**config.mk**
```make
export PLATFORM = sky130hd
export DESIGN_NAME = windowed_watchdog_config
export DESIGN_NICKNAME = d
export VERILOG_FILES = /design/src/hw/wdg_pkg.sv /design/src/hw/windowed_watchdog_config.sv
export SDC_FILE = /design/constraint.sdc
export NUM_CORES = 1
export LEC_CHECK = 0
export ABC_CLOCK_PERIOD_IN_PS = 6500
export BUFFER_PORTS_ARGS = -buffer_cell sky130_fd_sc_hd__buf_2
export CORE_MARGIN = 3
export CORE_UTILIZATION = 40
export CTS_CLUSTER_SIZE = 10
export DETAILED_ROUTE_END_ITERATION = 10
export SETUP_SLACK_MARGIN = 0.05
export SLEW_MARGIN = 20
export SYNTH_ARGS = -nofsm -noshare
export SYNTH_HDL_FRONTEND = slang
export SYNTH_SLANG_ARGS = --single-unit
export TNS_END_PERCENT = 10
```
**constraint.sdc**
```tcl
create_clock -name clk -period 6.5 [get_ports clk]
set_clock_uncertainty 0.2 [all_clocks]
set_input_delay 0.325 -clock clk [delete_from_list [all_inputs] [get_ports clk]]
set_output_delay 0.325 -clock clk [all_outputs]
set_load 0.01 [all_outputs]
```
**src/hw/wdg_pkg.sv**
```systemverilog
// Purpose: Constants for the windowed host watchdog configuration and timing block
// Assumes: Byte-wide register port, writes at even and reads at odd addresses
// Notes:   All offsets, field positions, reset values and widths live here
//
// Functional notes
// - Open window starts timing period times (close count+1) times 8 after the interval start; a stretched first interval opens later.
// - Timing clock is derived by a divider from a 5-bit field, bits 4:0.
// - Enable bit 7 turns watchdog on; resets to 0, so disabled.
// - Style bit 3: 0 challenge/response, 1 standard windowed; resets to 0.
// - Safe monitoring after 1,2,4..128 consecutive violations set by 3-bit code.
package wdg_pkg;

	// ****************************************************************
	// Register addresses (write / read)
	// ****************************************************************
	localparam logic [7:0] ADDR_WINDOW_COUNT_WR   = 8'h84;
	localparam logic [7:0] ADDR_WINDOW_COUNT_RD   = 8'h85;
	localparam logic [7:0] ADDR_EXT_DIV_WR        = 8'h86;
	localparam logic [7:0] ADDR_EXT_DIV_RD        = 8'h87;
	localparam logic [7:0] ADDR_ENABLE_MODE_WR    = 8'h88;
	localparam logic [7:0] ADDR_ENABLE_MODE_RD    = 8'h89;
	localparam logic [7:0] ADDR_STATUS_RD         = 8'h8B;

	// ****************************************************************
	// Reset values
	// ****************************************************************
	localparam logic [7:0] WINDOW_COUNT_RESET     = 8'h00;
	localparam logic [7:0] EXT_DIV_RESET          = 8'h00;
	localparam logic [7:0] ENABLE_MODE_RESET      = 8'h00;

	// ****************************************************************
	// Field positions
	// ****************************************************************
	localparam int OPEN_COUNT_MSB     = 7;
	localparam int OPEN_COUNT_LSB     = 4;
	localparam int CLOSE_COUNT_MSB    = 3;
	localparam int CLOSE_COUNT_LSB    = 0;
	localparam int FIRST_EXT_MSB      = 7;
	localparam int FIRST_EXT_LSB      = 5;
	localparam int DIVIDER_MSB        = 4;
	localparam int DIVIDER_LSB        = 0;
	localparam int WATCHDOG_ON_BIT    = 7;
	localparam int STYLE_BIT          = 3;
	localparam int DEBOUNCE_MSB       = 2;
	localparam int DEBOUNCE_LSB       = 0;
	localparam int ENABLE_MODE_MASK_W = 8;
	localparam logic [7:0] ENABLE_MODE_MASK = 8'h8F;

	// Status register bits
	localparam int STAT_OPEN_BIT      = 0;
	localparam int STAT_FIRST_BIT     = 1;
	localparam int STAT_SAFE_BIT      = 2;

	// ****************************************************************
	// Timing
	// ****************************************************************
	localparam int CLOSE_MULT_SHIFT   = 3;
	localparam int INTERVAL_W         = 11;
	localparam int VIOL_CNT_W         = 9;

endpackage : wdg_pkg

```
**src/hw/windowed_watchdog_config.sv**
```systemverilog
// Purpose: Windowed host watchdog with its configuration registers and violation debounce
// Assumes: Register port and service pulses come from logic on clk
// Notes:   Timing is counted in ticks of the divided timing clock
`timescale 1ns/1ns
module windowed_watchdog_config (
	// Clock and reset
	input  wire logic        clk,
	input  wire logic        rstn,
	// Register port
	input  wire logic        reg_wr,
	input  wire logic        reg_rd,
	input  wire logic [7:0]  reg_addr,
	input  wire logic [7:0]  reg_wdata,
	output logic      [7:0]  reg_rdata,
	output logic             reg_rvalid,
	// Servicing events
	input  wire logic        refresh_pulse,
	input  wire logic        challenge_pass,
	// Status
	output logic             window_open,
	output logic             violation,
	output logic             safe_monitor,
	output logic             windowed_style
);

	// ****************************************************************
	// Configuration registers
	// ****************************************************************
	logic [7:0] window_count_cfg_q;
	logic [7:0] watchdog_extension_divider_cfg_q;
	logic [7:0] watchdog_enable_mode_cfg_q;

	always_ff @(posedge clk) begin
		if (!rstn) begin
			window_count_cfg_q               <= wdg_pkg::WINDOW_COUNT_RESET;
			watchdog_extension_divider_cfg_q <= wdg_pkg::EXT_DIV_RESET;
			watchdog_enable_mode_cfg_q       <= wdg_pkg::ENABLE_MODE_RESET;
		end else if (reg_wr) begin
			// Writes are taken even while enabled; the host is trusted not to retime a live window
			case (reg_addr)
				wdg_pkg::ADDR_WINDOW_COUNT_WR: window_count_cfg_q               <= reg_wdata;
				wdg_pkg::ADDR_EXT_DIV_WR:      watchdog_extension_divider_cfg_q <= reg_wdata;
				wdg_pkg::ADDR_ENABLE_MODE_WR:  watchdog_enable_mode_cfg_q       <= reg_wdata & wdg_pkg::ENABLE_MODE_MASK;
				default: ;
			endcase
		end
	end

	logic [3:0] open_window_count;
	logic [3:0] close_window_count;
	logic [2:0] first_update_extension;
	logic [4:0] timing_clock_divider;
	logic       watchdog_on;
	logic [2:0] violation_debounce;

	assign open_window_count      = window_count_cfg_q[wdg_pkg::OPEN_COUNT_MSB:wdg_pkg::OPEN_COUNT_LSB];
	assign close_window_count     = window_count_cfg_q[wdg_pkg::CLOSE_COUNT_MSB:wdg_pkg::CLOSE_COUNT_LSB];
	assign first_update_extension = watchdog_extension_divider_cfg_q[wdg_pkg::FIRST_EXT_MSB:wdg_pkg::FIRST_EXT_LSB];
	assign timing_clock_divider   = watchdog_extension_divider_cfg_q[wdg_pkg::DIVIDER_MSB:wdg_pkg::DIVIDER_LSB];
	assign watchdog_on            = watchdog_enable_mode_cfg_q[wdg_pkg::WATCHDOG_ON_BIT];
	assign windowed_style         = watchdog_enable_mode_cfg_q[wdg_pkg::STYLE_BIT];
	assign violation_debounce     = watchdog_enable_mode_cfg_q[wdg_pkg::DEBOUNCE_MSB:wdg_pkg::DEBOUNCE_LSB];

	// ****************************************************************
	// Timing clock divider
	// ****************************************************************
	logic [4:0] div_cnt_q;
	logic       tick;

	// Held at zero while off, so the first tick comes div+1 cycles after enable
	assign tick = watchdog_on && (div_cnt_q == timing_clock_divider);

	always_ff @(posedge clk) begin
		if (!rstn) begin
			div_cnt_q <= 5'h00;
		end else if (!watchdog_on || tick) begin
			div_cnt_q <= 5'h00;
		end else begin
			div_cnt_q <= 5'(div_cnt_q + 5'h01);
		end
	end

	// ****************************************************************
	// Window arithmetic
	// ****************************************************************
	logic [7:0]                     closed_len;
	logic [4:0]                     open_len;
	logic [7:0]                     normal_len;
	logic [wdg_pkg::INTERVAL_W-1:0] interval_len;
	logic [wdg_pkg::INTERVAL_W-1:0] closed_end;
	logic                           first_q;
	logic [3:0]                     ext_mult;
	logic [wdg_pkg::INTERVAL_W-1:0] first_len;

	assign closed_len   = 8'({4'h0, close_window_count} + 8'h01) << wdg_pkg::CLOSE_MULT_SHIFT;
	assign open_len     = 5'({1'b0, open_window_count} + 5'h01);
	assign normal_len   = 8'(closed_len + {3'h0, open_len});
	// Both factors are widened first so the stretched length cannot wrap (worst case 144 times 8)
	assign ext_mult     = 4'({1'b0, first_update_extension} + 4'h1);
	assign first_len    = wdg_pkg::INTERVAL_W'({3'h0, normal_len} * {7'h00, ext_mult});
	// First interval is stretched as a whole; the open part keeps its normal length at the end
	assign interval_len = first_q ? first_len : {3'h0, normal_len};
	assign closed_end   = wdg_pkg::INTERVAL_W'(interval_len - {6'h00, open_len});

	// ****************************************************************
	// Interval timing
	// ****************************************************************
	logic [wdg_pkg::INTERVAL_W-1:0] elapsed_q;
	logic                           watchdog_on_q;
	logic                           service;
	logic                           expire;
	logic                           early;
	logic                           last_tick;

	assign service     = windowed_style ? refresh_pulse : challenge_pass;
	assign window_open = watchdog_on && (elapsed_q >= closed_end);
	assign early       = watchdog_on && service && !window_open;
	// Compared with the live length, so the first interval ends at its stretched end
	assign last_tick   = (elapsed_q == wdg_pkg::INTERVAL_W'(interval_len - 11'h001));
	assign expire      = tick && !service && last_tick;

	always_ff @(posedge clk) begin
		if (!rstn) begin
			watchdog_on_q <= 1'b0;
		end else begin
			watchdog_on_q <= watchdog_on;
		end
	end

	// Rises one cycle after enable; that cycle counts at normal length, too short to end an interval
	always_ff @(posedge clk) begin
		if (!rstn) begin
			first_q <= 1'b0;
		end else if (watchdog_on && !watchdog_on_q) begin
			first_q <= 1'b1;
		end else if ((watchdog_on && service) || expire || !watchdog_on) begin
			first_q <= 1'b0;
		end
	end

	always_ff @(posedge clk) begin
		if (!rstn) begin
			elapsed_q <= '0;
		end else if (!watchdog_on || service || expire) begin
			elapsed_q <= '0;
		end else if (tick) begin
			elapsed_q <= wdg_pkg::INTERVAL_W'(elapsed_q + 11'h001);
		end
	end

	// ****************************************************************
	// Violation debounce
	// ****************************************************************
	logic [wdg_pkg::VIOL_CNT_W-1:0] viol_cnt_q;
	logic [wdg_pkg::VIOL_CNT_W-1:0] viol_cnt_inc;
	logic [wdg_pkg::VIOL_CNT_W-1:0] viol_limit;
	logic                           is_viol;

	assign is_viol      = early || expire;
	assign viol_cnt_inc = wdg_pkg::VIOL_CNT_W'(viol_cnt_q + 9'h001);
	assign viol_limit   = wdg_pkg::VIOL_CNT_W'(9'h001 << violation_debounce);

	always_ff @(posedge clk) begin
		if (!rstn) begin
			viol_cnt_q <= '0;
		end else if (!watchdog_on || (service && window_open)) begin
			viol_cnt_q <= '0;
		end else if (is_viol && viol_cnt_q < viol_limit) begin
			// Saturates at the limit, so a long outage cannot wrap the count
			viol_cnt_q <= viol_cnt_inc;
		end
	end

	always_ff @(posedge clk) begin
		if (!rstn) begin
			violation    <= 1'b0;
			safe_monitor <= 1'b0;
		end else begin
			violation <= is_viol;
			// Safe state holds until software disables the watchdog
			if (!watchdog_on) begin
				safe_monitor <= 1'b0;
			end else if (is_viol && viol_cnt_inc >= viol_limit) begin
				safe_monitor <= 1'b1;
			end
		end
	end

	// ****************************************************************
	// Status byte
	// ****************************************************************
	logic [7:0] status_byte;

	// Unused bits read as zero
	always_comb begin
		status_byte                          = 8'h00;
		status_byte[wdg_pkg::STAT_OPEN_BIT]  = window_open;
		status_byte[wdg_pkg::STAT_FIRST_BIT] = first_q;
		status_byte[wdg_pkg::STAT_SAFE_BIT]  = safe_monitor;
	end

	// ****************************************************************
	// Register read-back
	// ****************************************************************
	always_ff @(posedge clk) begin
		if (!rstn) begin
			reg_rdata  <= 8'h00;
			reg_rvalid <= 1'b0;
		end else begin
			reg_rvalid <= reg_rd;
			if (reg_rd) begin
				case (reg_addr)
					wdg_pkg::ADDR_WINDOW_COUNT_RD: reg_rdata <= window_count_cfg_q;
					wdg_pkg::ADDR_EXT_DIV_RD:      reg_rdata <= watchdog_extension_divider_cfg_q;
					wdg_pkg::ADDR_ENABLE_MODE_RD:  reg_rdata <= watchdog_enable_mode_cfg_q;
					wdg_pkg::ADDR_STATUS_RD:       reg_rdata <= status_byte;
					default:                       reg_rdata <= 8'h00;
				endcase
			end
		end
	end

endmodule : windowed_watchdog_config

```
==> results of run 1 <==
==> layout by cell type (no fill, tap or decap), types with 3 or more instances in the layout <==
cell type  instances
ha_1              50
o21ai_0           14
o31ai_1            7
nand4_1            4
and3_1             6
nand3b_1           3
xnor2_2            5
nand2b_1          10
xor2_1            21
inv_1             47
nand2_1           30
nand3_1           21
and2_1            10
or4_1              6
o21a_1            13
a21oi_1           22
buf_2             34
a222oi_1           3
nor3_1             3
o22ai_1            7
mux2i_1           23
nor2_2             3
nor2b_1           29
clkbuf_16          9
a21o_1             8
nor4_1             3
dfxtp_1           57
a22oi_1            7
nor2_1            57
nor3b_1            5
or3_1              3
ha_4               3
fa_1              13
mux2_2             4
xnor2_1           33
buf_4             21
==> area by class of cell <==
type / count / area [um2] / area share [%]
multi-input combinational: 480 / 3960 / 64.3
sequential: 59 / 1180 / 19.2
timing repair buffer: 55 / 328 / 5.33
clock buffer: 11 / 253 / 4.11
tap: 172 / 215 / 3.50
inverter: 47 / 176 / 2.87
clock inverter: 5 / 37.5 / 0.610
==> cells by family after synthesis <==
family	share of synthesized area (%)
DFF	22.7
muxes	5.97
xor gates and xnor gates	11.0
adders and majority gates	18.6
buffers and inverters	4.93
and+or+nand+nor	22.7
AOI/OAI and AO/OA	14.0
==> power groups by stage <==
stage	combinational [mW]	clock, mW	sequential (mW)
2_1_floorplan	0.0107	0	0.370
3_3_place_gp	0.0214	0	0.370
3_5_place_dp	0.0222	0	0.370
4_1_cts	0.0224	0.460	0.363
5_1_grt	0.0252	0.475	0.362
6_report	0.0227	0.450	0.363
==> routing by layer <==
metal / wire length [um] / track usage (%) / vias up
met3: 459 / 3.68 / 11
met4: 209 / 6.08 / 0
li1: - / - / 2187
met1: 5650 / 22.8 / 2139
met5: 0 / 0 / -
met2: 5870 / 29.9 / 72
==> state kept, by name, summed over array words and instances (netlist names) <==
name,cells
div_cnt_q,5
viol_cnt_q,9
reg_rdata,8
violation,1
first_q,1
watchdog_enable_mode_cfg_q,5
watchdog_on_q,1
reg_rvalid,1
elapsed_q,11
watchdog_extension_divider_cfg_q,8
window_count_cfg_q,8
safe_monitor,1
==> worst min path at each step <==
stage	endpoint	start	depth (start not counted)	slack [ns]
finish	window_count_cfg_q[5]$_SDFFE_PN0P_	reg_wdata[5]	3	0.08
global route	window_count_cfg_q[5]$_SDFFE_PN0P_	reg_wdata[5]	3	0.09
CTS	watchdog_extension_divider_cfg_q[6]$_SDFFE_PN0P_	reg_wdata[6]	3	0.07
detailed placement	first_q$_SDFFE_PN0P_	watchdog_on_q$_SDFF_PN0_	1	0.23
global placement	first_q$_SDFFE_PN0P_	watchdog_on_q$_SDFF_PN0_	1	0.21
floorplan	first_q$_SDFFE_PN0P_	watchdog_on_q$_SDFF_PN0_	1	0.20
==> critical path, stage by stage, from the launching register on <==
cell,delay (ns)
dfxtp_2,0.34
ha_1,0.23
and3_2,0.25
ha_1,0.30
a21oi_1,0.17
nor2_1,0.09
xnor2_2,0.19
nor2_1,0.08
fa_1,0.56
fa_1,0.45
ha_4,0.27
a21oi_4,0.17
nand2_1,0.10
or3_1,0.38
nand3_2,0.10
nor3b_4,0.22
buf_4,0.15
nand3_1,0.08
xor2_1,0.16
ha_2,0.21
nor4_4,0.23
a31oi_2,0.15
buf_4,0.17
and2_4,0.16
buf_2,0.13
==> through the flow <==
| stage | TNS [ns] | hold slack, ns |
|---|---|---|
| after floorplan | 0 | 0.201 |
| after global placement | 0 | 0.213 |
| after detailed placement | -0.833 | 0.227 |
| after CTS | 0 | 0.0698 |
| after global routing | 0 | 0.0884 |
| final | 0 | 0.0806 |
==> repair_timing <==
item	CTS	global route
setup endpoints to repair	11	13
setup buffers	2	7
resized for setup	7	29
pin swaps	1	13
==> results.py, run 1 <==
metrics = {
    "clock_network": {
        "clock_sinks": 59,
        "clk_latency_ns": 0.33,
        "cts-hold-fix-buffers": 0,
        "cts_buffer_depth": 2,
        "numCtsBuffers": 9,
        "root_buffer": "clkbuf_16",
        "ctsHtreeMaxLevel": 3,
        "clk_pin_slew_ns": 0.05,
        "cts_tree": "yes",
    },
    "yosys": {
        "synth-seq-cells": 59,
        "synth_edf_count": 0,
        "synthArstFlopShare_pct": 0,
        "synth_fp_nets": 697,
        "synth_top_cell_by_area": "dfxtp_1",
        "ys_types": 66,
        "synth_cells": 606,
        "ys_top_cells_by_count": "59 x dfxtp_1, 59 x nor2_1, 55 x ha_1",
        "yosysWarnings": 0,
        "seq_area_frac_synth_pct": 22.7,
        "synth_area_leaders": "dfxtp_1 23%, ha_1 13%, xnor2_1 6.2%",
        "syn_area_per_cell_um2": 8.58,
        "synthesis.area_um2": 5200,
        "synth_ff_type": "dfxtp_1",
        "synth_top_area_share_pct": 22.7,
    },
    "setup_path": {
        "r2r_setup_slack_ns": 0.38,
        "cp-endpoint": "window_open",
        "startpoint": "window_count_cfg_q[4]$_SDFFE_PN0P_",
        "cp-end-kind": "primary output",
        "path_class": "reg -> out",
        "cp_data_arrival_time_ns": 5.69,
        "start_kind": "flip-flop",
        "crit_required_ns": 5.97,
        "reg2reg_from": "window_count_cfg_q[4]$_SDFFE_PN0P_",
        "cp_max_fo": 7,
        "worst_r2r_path_depth": 25,
        "timing.rr.end": "viol_cnt_q[4]$_SDFFE_PP0P_",
    },
    "route": {
        "vias": 4409,
        "drtAntennaViolNets": 0,
        "wl_per_cell_um": 14.7,
        "drc_errors": 0,
        "wirelength_mm": 12.2,
        "drtPass1Iterations": 5,
        "initialDrtViolationCount": 261,
        "viasPerCell": 5.32,
    },
    "timing": {
        "finalCritPeriodShare_pct": 95.6,
        "tightest_slew_ns": 0.655,
        "setup_violations": 0,
        "slew_headroom_pct": 55.8,
        "drv_slew": 0,
        "max_freq_mhz": 161,
        "setup_slack_ns": 0.286,
        "hold_viol": 0,
        "finalCriticalPeriod_ns": 6.21,
        "rsz0062_at_grt": "false",
    },
    "die": {
        "core-area_um2": 12700,
        "rows": 41,
        "die-area_um2": 14400,
        "fp.dieW_um": 120,
        "die_y_um": 120,
        "ios": 35,
        "initial_core_util_pct": 41.0,
    },
    "layout": {
        "fill_cells": 1225,
        "fin_nets": 743,
        "stdcell_count": 829,
        "areaGrowthSynthToFinish_pct": 18.3,
        "fin_util_pct": 48.5,
        "final_layout_size_suffix_gt1_share_pct": 18.9,
        "n_antenna_cell": 0,
        "design_area_um2": 6150,
    },
    "place": {
        "detailed_place_hpwl_mm": 9.58,
        "pre_cts_ws_ns": -0.130,
        "placed_area_um2": 5600,
        "portBuffers": 34,
        "gp_congestion": 0.852,
        "placed_cells": 804,
    },
    "pwr": {
        "p_int_uw": 652,
        "power_leakage_nw": 2.53,
        "clkPwrFrac_pct": 53.8,
        "power_density_nw_per_um2": 136,
        "power_frac_comb_pct": 2.7,
        "power.total_uw": 835,
        "switchingPower_uw": 183,
        "power_frac_seq_pct": 43.4,
        "ir_drop_mv": 0.113,
        "switching_share_pct": 21.9,
    },
    "global_routing": {
        "grt_start_max_net_pins": 33,
        "track_usage_pct": 17.8,
        "overflow": 0,
        "first_global_vias": 4398,
        "antenna_found_initial": 0,
        "grt_pass1_wl_mm": 20.8,
    },
    "run_status": {
        "status": "complete, no violations",
    },
    "min_path": {
        "holdCritPathClass": "in -> reg",
    },
    "flow_run": {
        "max-cap-violations": 0,
    },
}
(Power assumes the default switching activity.)
==> run 2: changes to the inputs <==
--- a/config.mk
+++ b/config.mk
@@ -11,6 +11,7 @@
 export CORE_UTILIZATION = 40
 export CTS_CLUSTER_SIZE = 10
 export DETAILED_ROUTE_END_ITERATION = 10
+export REMOVE_ABC_BUFFERS = 1
 export SETUP_SLACK_MARGIN = 0.05
 export SLEW_MARGIN = 20
 export SYNTH_ARGS = -nofsm -noshare
==> run 2 against run 1 <==
Against the previous run: global-route usage is 0.38 points lower; first-iteration DRC count shrank 42%; sequential power hardly changed; routed wire length is 1.4% higher; critical path depth up 2; die area unchanged; maximum frequency increased by 0.62%; via count fell by 2.5%; critical path type unchanged; worst hold slack better by 0.0081 ns; clock-buffer cell count unchanged; largest cell class unchanged; setup slack improved by 0.038 ns; largest power group unchanged.
==> results.py, run 2 (synthesis gave the netlist of run 1 again) <==
metrics = {
    "route": {
        "drtPass1Iterations": 5,
        "drtAntennaViolNets": 0,
        "vias": 4299,
        "wirelength_mm": 12.4,
        "viasPerCell": 5.23,
        "wl_per_cell_um": 15.0,
        "initialDrtViolationCount": 151,
        "drc_errors": 0,
    },
    "clock_network": {
        "numCtsBuffers": 9,
        "clk_latency_ns": 0.33,
        "clk_pin_slew_ns": 0.05,
        "cts-hold-fix-buffers": 0,
        "cts_tree": "yes",
        "root_buffer": "clkbuf_16",
        "cts_buffer_depth": 2,
        "ctsHtreeMaxLevel": 3,
        "clock_sinks": 59,
    },
    "pwr": {
        "p_int_uw": 717,
        "switching_share_pct": 20.3,
        "power_frac_comb_pct": 2.5,
        "clkPwrFrac_pct": 57.2,
        "power_frac_seq_pct": 40.2,
        "power_density_nw_per_um2": 146,
        "switchingPower_uw": 183,
        "ir_drop_mv": 0.150,
        "power.total_uw": 900,
        "power_leakage_nw": 2.51,
    },
    "global_routing": {
        "first_global_vias": 4247,
        "grt_start_max_net_pins": 33,
        "overflow": 0,
        "antenna_found_initial": 0,
        "track_usage_pct": 17.4,
        "grt_pass1_wl_mm": 20.4,
    },
    "layout": {
        "layout_common_cells": "57 x nor2_1, 56 x dfxtp_1, 51 x ha_1, 44 x inv_1, 34 x buf_2",
        "design_area_um2": 6150,
        "areaGrowthSynthToFinish_pct": 18.2,
        "largest_register_ff_count": 11,
        "fin_nets": 737,
        "n_antenna_cell": 0,
        "final_common_cell": "nor2_1",
        "final_layout_size_suffix_gt1_share_pct": 18.0,
        "largest_registers": "elapsed_q (11), viol_cnt_q (9)",
        "top_register": "elapsed_q",
    },
    "timing": {
        "finalCritPeriodShare_pct": 95.0,
        "hold_viol": 0,
        "rsz0062_at_grt": "false",
        "finalCriticalPeriod_ns": 6.18,
        "setup_violations": 0,
        "tightest_slew_ns": 0.743,
        "slew_headroom_pct": 50.2,
        "drv_slew": 0,
        "max_freq_mhz": 162,
    },
    "run_status": {
        "status": "complete, no violations",
    },
    "die": {
        "rows": 41,
        "fp.dieW_um": 120,
        "ios": 35,
        "initial_core_util_pct": 41.0,
        "core-area_um2": 12700,
        "die_y_um": 120,
        "die-area_um2": 14400,
    },
    "setup_path": {
        "r2r_setup_slack_ns": 0.41,
        "start_kind": "flip-flop",
        "worst_r2r_path_depth": 27,
        "cp_data_arrival_time_ns": 5.65,
        "cp-end-kind": "primary output",
        "crit_required_ns": 5.97,
        "cp_max_fo": 5,
        "reg2reg_from": "window_count_cfg_q[6]$_SDFFE_PN0P_",
        "timing.rr.end": "viol_cnt_q[6]$_SDFFE_PP0P_",
        "path_class": "reg -> out",
    },
    "min_path": {
        "min-delay-start": "reg_wdata[5]",
        "holdCritPathClass": "in -> reg",
        "holdPathEnd": "window_count_cfg_q[5]$_SDFFE_PN0P_",
        "hold_path_depth": 3,
    },
    "place": {
        "gp_congestion": 0.831,
        "portBuffers": 34,
        "placed_area_um2": 5570,
        "detailed_place_hpwl_mm": 9.75,
    },
    "flow_run": {
        "max-cap-violations": 0,
    },
}
## run 2: power by group through the flow
stage / registers (mW) / clock network, mW / logic, mW
3_3_place_gp: 0.370 / 0 / 0.0219
3_5_place_dp: 0.370 / 0 / 0.0225
5_1_grt: 0.362 / 0.541 / 0.0253
2_1_floorplan: 0.371 / 0 / 0.00833
4_1_cts: 0.363 / 0.525 / 0.0226
6_report: 0.362 / 0.515 / 0.0229
## run 2: how the worst max path moves through the flow
stage / cells after the start / to / slack (ns) / from
after detailed placement: 27 / viol_cnt_q[3]$_SDFFE_PP0P_ / -0.06 / window_count_cfg_q[6]$_SDFFE_PN0P_
after floorplan: 26 / viol_cnt_q[2]$_SDFFE_PP0P_ / 0.37 / window_count_cfg_q[4]$_SDFFE_PN0P_
after global routing: 26 / window_open / 0.04 / window_count_cfg_q[6]$_SDFFE_PN0P_
after CTS: 24 / window_open / 0.05 / window_count_cfg_q[4]$_SDFFE_PN0P_
after global placement: 27 / viol_cnt_q[7]$_SDFFE_PP0P_ / 0.22 / window_count_cfg_q[6]$_SDFFE_PN0P_
final: 26 / window_open / 0.32 / window_count_cfg_q[6]$_SDFFE_PN0P_
## run 2: worst max-delay path, cell delays in order (launching register included)
cell and delay (ns):
dfxtp_4 0.38, nand3_2 0.10, xnor2_2 0.16, ha_2 0.22, fa_2 0.48, and2_1 0.18
fa_1 0.48, inv_1 0.05, fa_1 0.52, inv_1 0.06, ha_4 0.28, nor2_1 0.05
a21oi_1 0.23, xnor2_2 0.19, a32oi_4 0.20, nor2_2 0.19, nand2_1 0.08, xnor2_1 0.14
ha_1 0.31, o21a_1 0.12, o21ai_2 0.11, nand2b_1 0.07, a21oi_1 0.14, a31oi_1 0.07
buf_4 0.17, and2_1 0.18, buf_2 0.15
## run 2: final cells by class
class	count	area [um2]
repair buffers	49	283
clock inverters	4	73.8
multi-input cells	480	3970
flip-flops and latches	59	1190
clock buffers	11	243
inverters	47	176
well taps	172	215
fillers	1217	6530
## run 2: metrics by stage
| step | util, % | worst slack (ns) | setup TNS [ns] | hold slack, ns | cells |
|---|---|---|---|---|---|
| 2_1_floorplan | - | 0.366 | 0 | 0.201 | 586 |
| 3_3_place_gp | 44.0 | 0.224 | 0 | 0.211 | 801 |
| 3_5_place_dp | 44.0 | -0.0632 | -0.342 | 0.219 | 801 |
| 4_1_cts | 46.8 | 0.0512 | 0 | 0.0808 | 817 |
| 5_1_grt | 48.5 | 0.0377 | 0 | 0.0981 | 822 |
| 6_report | 48.5 | 0.324 | 0 | 0.0887 | 822 |
## run 2: layer usage
layer  vias up  track usage (%)  routed length [um]
li1       2178                -                   -
met1      2026             22.8                5840
met2        79             29.2                5860
met3        16             3.25                 447
met4         0             5.51                 218
met5         -                0                   0
## run 2: timing repair
action	in CTS	in global routing
setup buffers	1	5
resized for setup	6	37
setup endpoints to repair	9	13
pin swaps	0	13
cloned	0	0
==> run 3: changes to the inputs <==
--- a/config.mk
+++ b/config.mk
@@ -8,9 +8,10 @@
 export ABC_CLOCK_PERIOD_IN_PS = 6500
 export BUFFER_PORTS_ARGS = -buffer_cell sky130_fd_sc_hd__buf_2
 export CORE_MARGIN = 3
-export CORE_UTILIZATION = 40
+export CORE_UTILIZATION = 55
 export CTS_CLUSTER_SIZE = 10
 export DETAILED_ROUTE_END_ITERATION = 10
+export PLACE_DENSITY = 0.76
 export REMOVE_ABC_BUFFERS = 1
 export SETUP_SLACK_MARGIN = 0.05
 export SLEW_MARGIN = 20
==> run 3 against run 2 <==
Against the previous run: die area shrank 26%; non-clock buffer count grew 2; clock power shrank 12%; critical endpoint unchanged; sequential cell count is the same; power shrank 6.8%; register-to-register slack lost 0.13 ns; setup slack lost 0.10 ns; utilization grew 19 points.
==> results.py, run 3 (synthesis gave the netlist of run 1 again) <==
metrics = {
    "clock_network": {
        "cts-hold-fix-buffers": 0,
        "clk_latency_ns": 0.34,
        "clk_pin_slew_ns": 0.07,
        "cts_buffer_depth": 2,
        "ctsHtreeMaxLevel": 3,
        "root_buffer": "clkbuf_8",
        "clock_sinks": 59,
        "cts_tree": "yes",
        "numCtsBuffers": 9,
    },
    "layout": {
        "layout_common_cells": "58 x nor2_1, 55 x dfxtp_1, 50 x ha_1, 46 x inv_1",
        "top_register": "elapsed_q",
        "largest_register_ff_count": 11,
        "final_common_cell": "nor2_1",
        "stdcell_count": 760,
        "fin_util_pct": 67.3,
        "fin_nets": 739,
        "final_layout_size_suffix_gt1_share_pct": 18.7,
        "areaGrowthSynthToFinish_pct": 15.6,
        "design_area_um2": 6010,
        "largest_registers": "elapsed_q (11), viol_cnt_q (9)",
        "n_antenna_cell": 0,
    },
    "place": {
        "portBuffers": 34,
        "detailed_place_hpwl_mm": 9.08,
        "placed_cells": 736,
        "gp_congestion": 0.886,
        "placed_area_um2": 5490,
    },
    "route": {
        "initialDrtViolationCount": 187,
        "wl_per_cell_um": 15.9,
        "drtAntennaViolNets": 0,
        "drc_errors": 0,
        "vias": 4393,
        "wirelength_mm": 12.1,
        "drtPass1Iterations": 5,
        "viasPerCell": 5.78,
    },
    "timing": {
        "hold_viol": 0,
        "finalCritPeriodShare_pct": 96.6,
        "finalCriticalPeriod_ns": 6.28,
        "slew_headroom_pct": 52.6,
        "drv_slew": 0,
        "tightest_slew_ns": 0.708,
        "setup_tns_ns": 0,
        "max_freq_mhz": 159,
        "setup_violations": 0,
    },
    "setup_path": {
        "cp-end-kind": "primary output",
        "worst_r2r_path_depth": 28,
        "cp_data_arrival_time_ns": 5.75,
        "start_kind": "flip-flop",
        "cp_max_fo": 7,
        "reg2reg_from": "window_count_cfg_q[6]$_SDFFE_PN0P_",
        "slowest_stage": "fa_1",
        "crit_required_ns": 5.97,
        "r2r_setup_slack_ns": 0.28,
        "path_class": "reg -> out",
        "slowest_delay_ns": 0.55,
        "timing.rr.end": "viol_cnt_q[7]$_SDFFE_PP0P_",
    },
    "die": {
        "ios": 35,
        "fp.dieW_um": 103,
        "die-area_um2": 10700,
        "core-area_um2": 8930,
        "initial_core_util_pct": 58.2,
        "rows": 34,
        "die_y_um": 103,
    },
    "flow_run": {
        "max-cap-violations": 0,
    },
    "pwr": {
        "power_density_nw_per_um2": 140,
        "power_leakage_nw": 2.48,
        "ir_drop_mv": 0.134,
        "power.total_uw": 839,
    },
    "global_routing": {
        "first_global_vias": 4354,
        "overflow": 0,
        "track_usage_pct": 23.7,
        "antenna_found_initial": 0,
        "grt_start_max_net_pins": 33,
        "grt_pass1_wl_mm": 20.1,
    },
    "min_path": {
        "hold_path_depth": 3,
        "holdCritPathClass": "in -> reg",
        "holdPathEnd": "window_count_cfg_q[5]$_SDFFE_PN0P_",
        "min-delay-start": "reg_wdata[5]",
    },
    "run_status": {
        "status": "complete, no violations",
    },
}
-- run 3: changes by cell type in the layout (fill, tap and decap cells not counted), moves of 2 or more --
cell | before | now
a21oi_1 | 21 | 19
a21oi_2 | 2 | 5
buf_4 | 15 | 17
bufinv_16 | 2 | 4
clkbuf_16 | 9 | 0
clkbuf_8 | 1 | 10
inv_1 | 44 | 46
inv_2 | 3 | 1
o21ai_0 | 12 | 14
-- run 3: power breakdown --
group          switching, mW  leakage (nW)  total [mW]  internal (mW)
Combinational         0.0120          1.87      0.0229         0.0110
Sequential          0.000370         0.478       0.362          0.361
Clock                  0.153         0.132       0.454          0.301
-- run 3: critical path: cells and delay by family, from the launching register on --
kind	cells	cell delay, ns
flops	1	0.38
buf+inv	4	0.44
simple gates	6	0.71
xor+xnor	3	0.55
compound gates	8	1.14
fa+ha+maj	6	2.20
-- run 3: worst max path at each step --
stage,from,endpoint,cells past startpoint
5_1_grt,window_count_cfg_q[4]$_SDFFE_PN0P_,viol_cnt_q[7]$_SDFFE_PP0P_,24
2_1_floorplan,window_count_cfg_q[4]$_SDFFE_PN0P_,viol_cnt_q[2]$_SDFFE_PP0P_,26
3_3_place_gp,window_count_cfg_q[6]$_SDFFE_PN0P_,viol_cnt_q[7]$_SDFFE_PP0P_,27
6_report,window_count_cfg_q[6]$_SDFFE_PN0P_,window_open,27
3_5_place_dp,window_count_cfg_q[6]$_SDFFE_PN0P_,viol_cnt_q[7]$_SDFFE_PP0P_,27
4_1_cts,window_count_cfg_q[5]$_SDFFE_PN0P_,window_open,25
-- run 3: metal layers --
| metal | up-vias | share of wire (%) | GRT usage [%] |
|---|---|---|---|
| li1 | 2179 | - | - |
| met1 | 2088 | 46 | 29.9 |
| met2 | 105 | 49 | 41.1 |
| met3 | 21 | 3.7 | 3.69 |
| met4 | 0 | 1.6 | 8.17 |
| met5 | - | 0 | 0 |
-- run 3: repair_timing --
action | 4_1_cts | 5_1_grt
buffers inserted | 2 | 7
pin swaps | 3 | 8
hold endpoints to repair | 0 | 0
gates resized for setup | 10 | 28
endpoints found under the setup margin | 10 | 13
-- run 3: through the flow --
| step | setup WS [ns] | hold slack (ns) |
|---|---|---|
| 4_1_cts | 0.0651 | 0.0536 |
| 3_5_place_dp | -0.0546 | 0.217 |
| 3_3_place_gp | 0.248 | 0.208 |
| 2_1_floorplan | 0.366 | 0.201 |
| 6_report | 0.222 | 0.0718 |
| 5_1_grt | -0.0573 | 0.0722 |
-- run 3: area by class of cell --
| class | instances | area (um2) |
|---|---|---|
| clock buffers | 10 | 138 |
| clock inverters | 5 | 125 |
| fillers | 718 | 2920 |
| inverters | 47 | 176 |
| multi-input cells | 480 | 3950 |
| flip-flops and latches | 59 | 1190 |
| well taps | 108 | 135 |
| repair buffers | 51 | 298 |
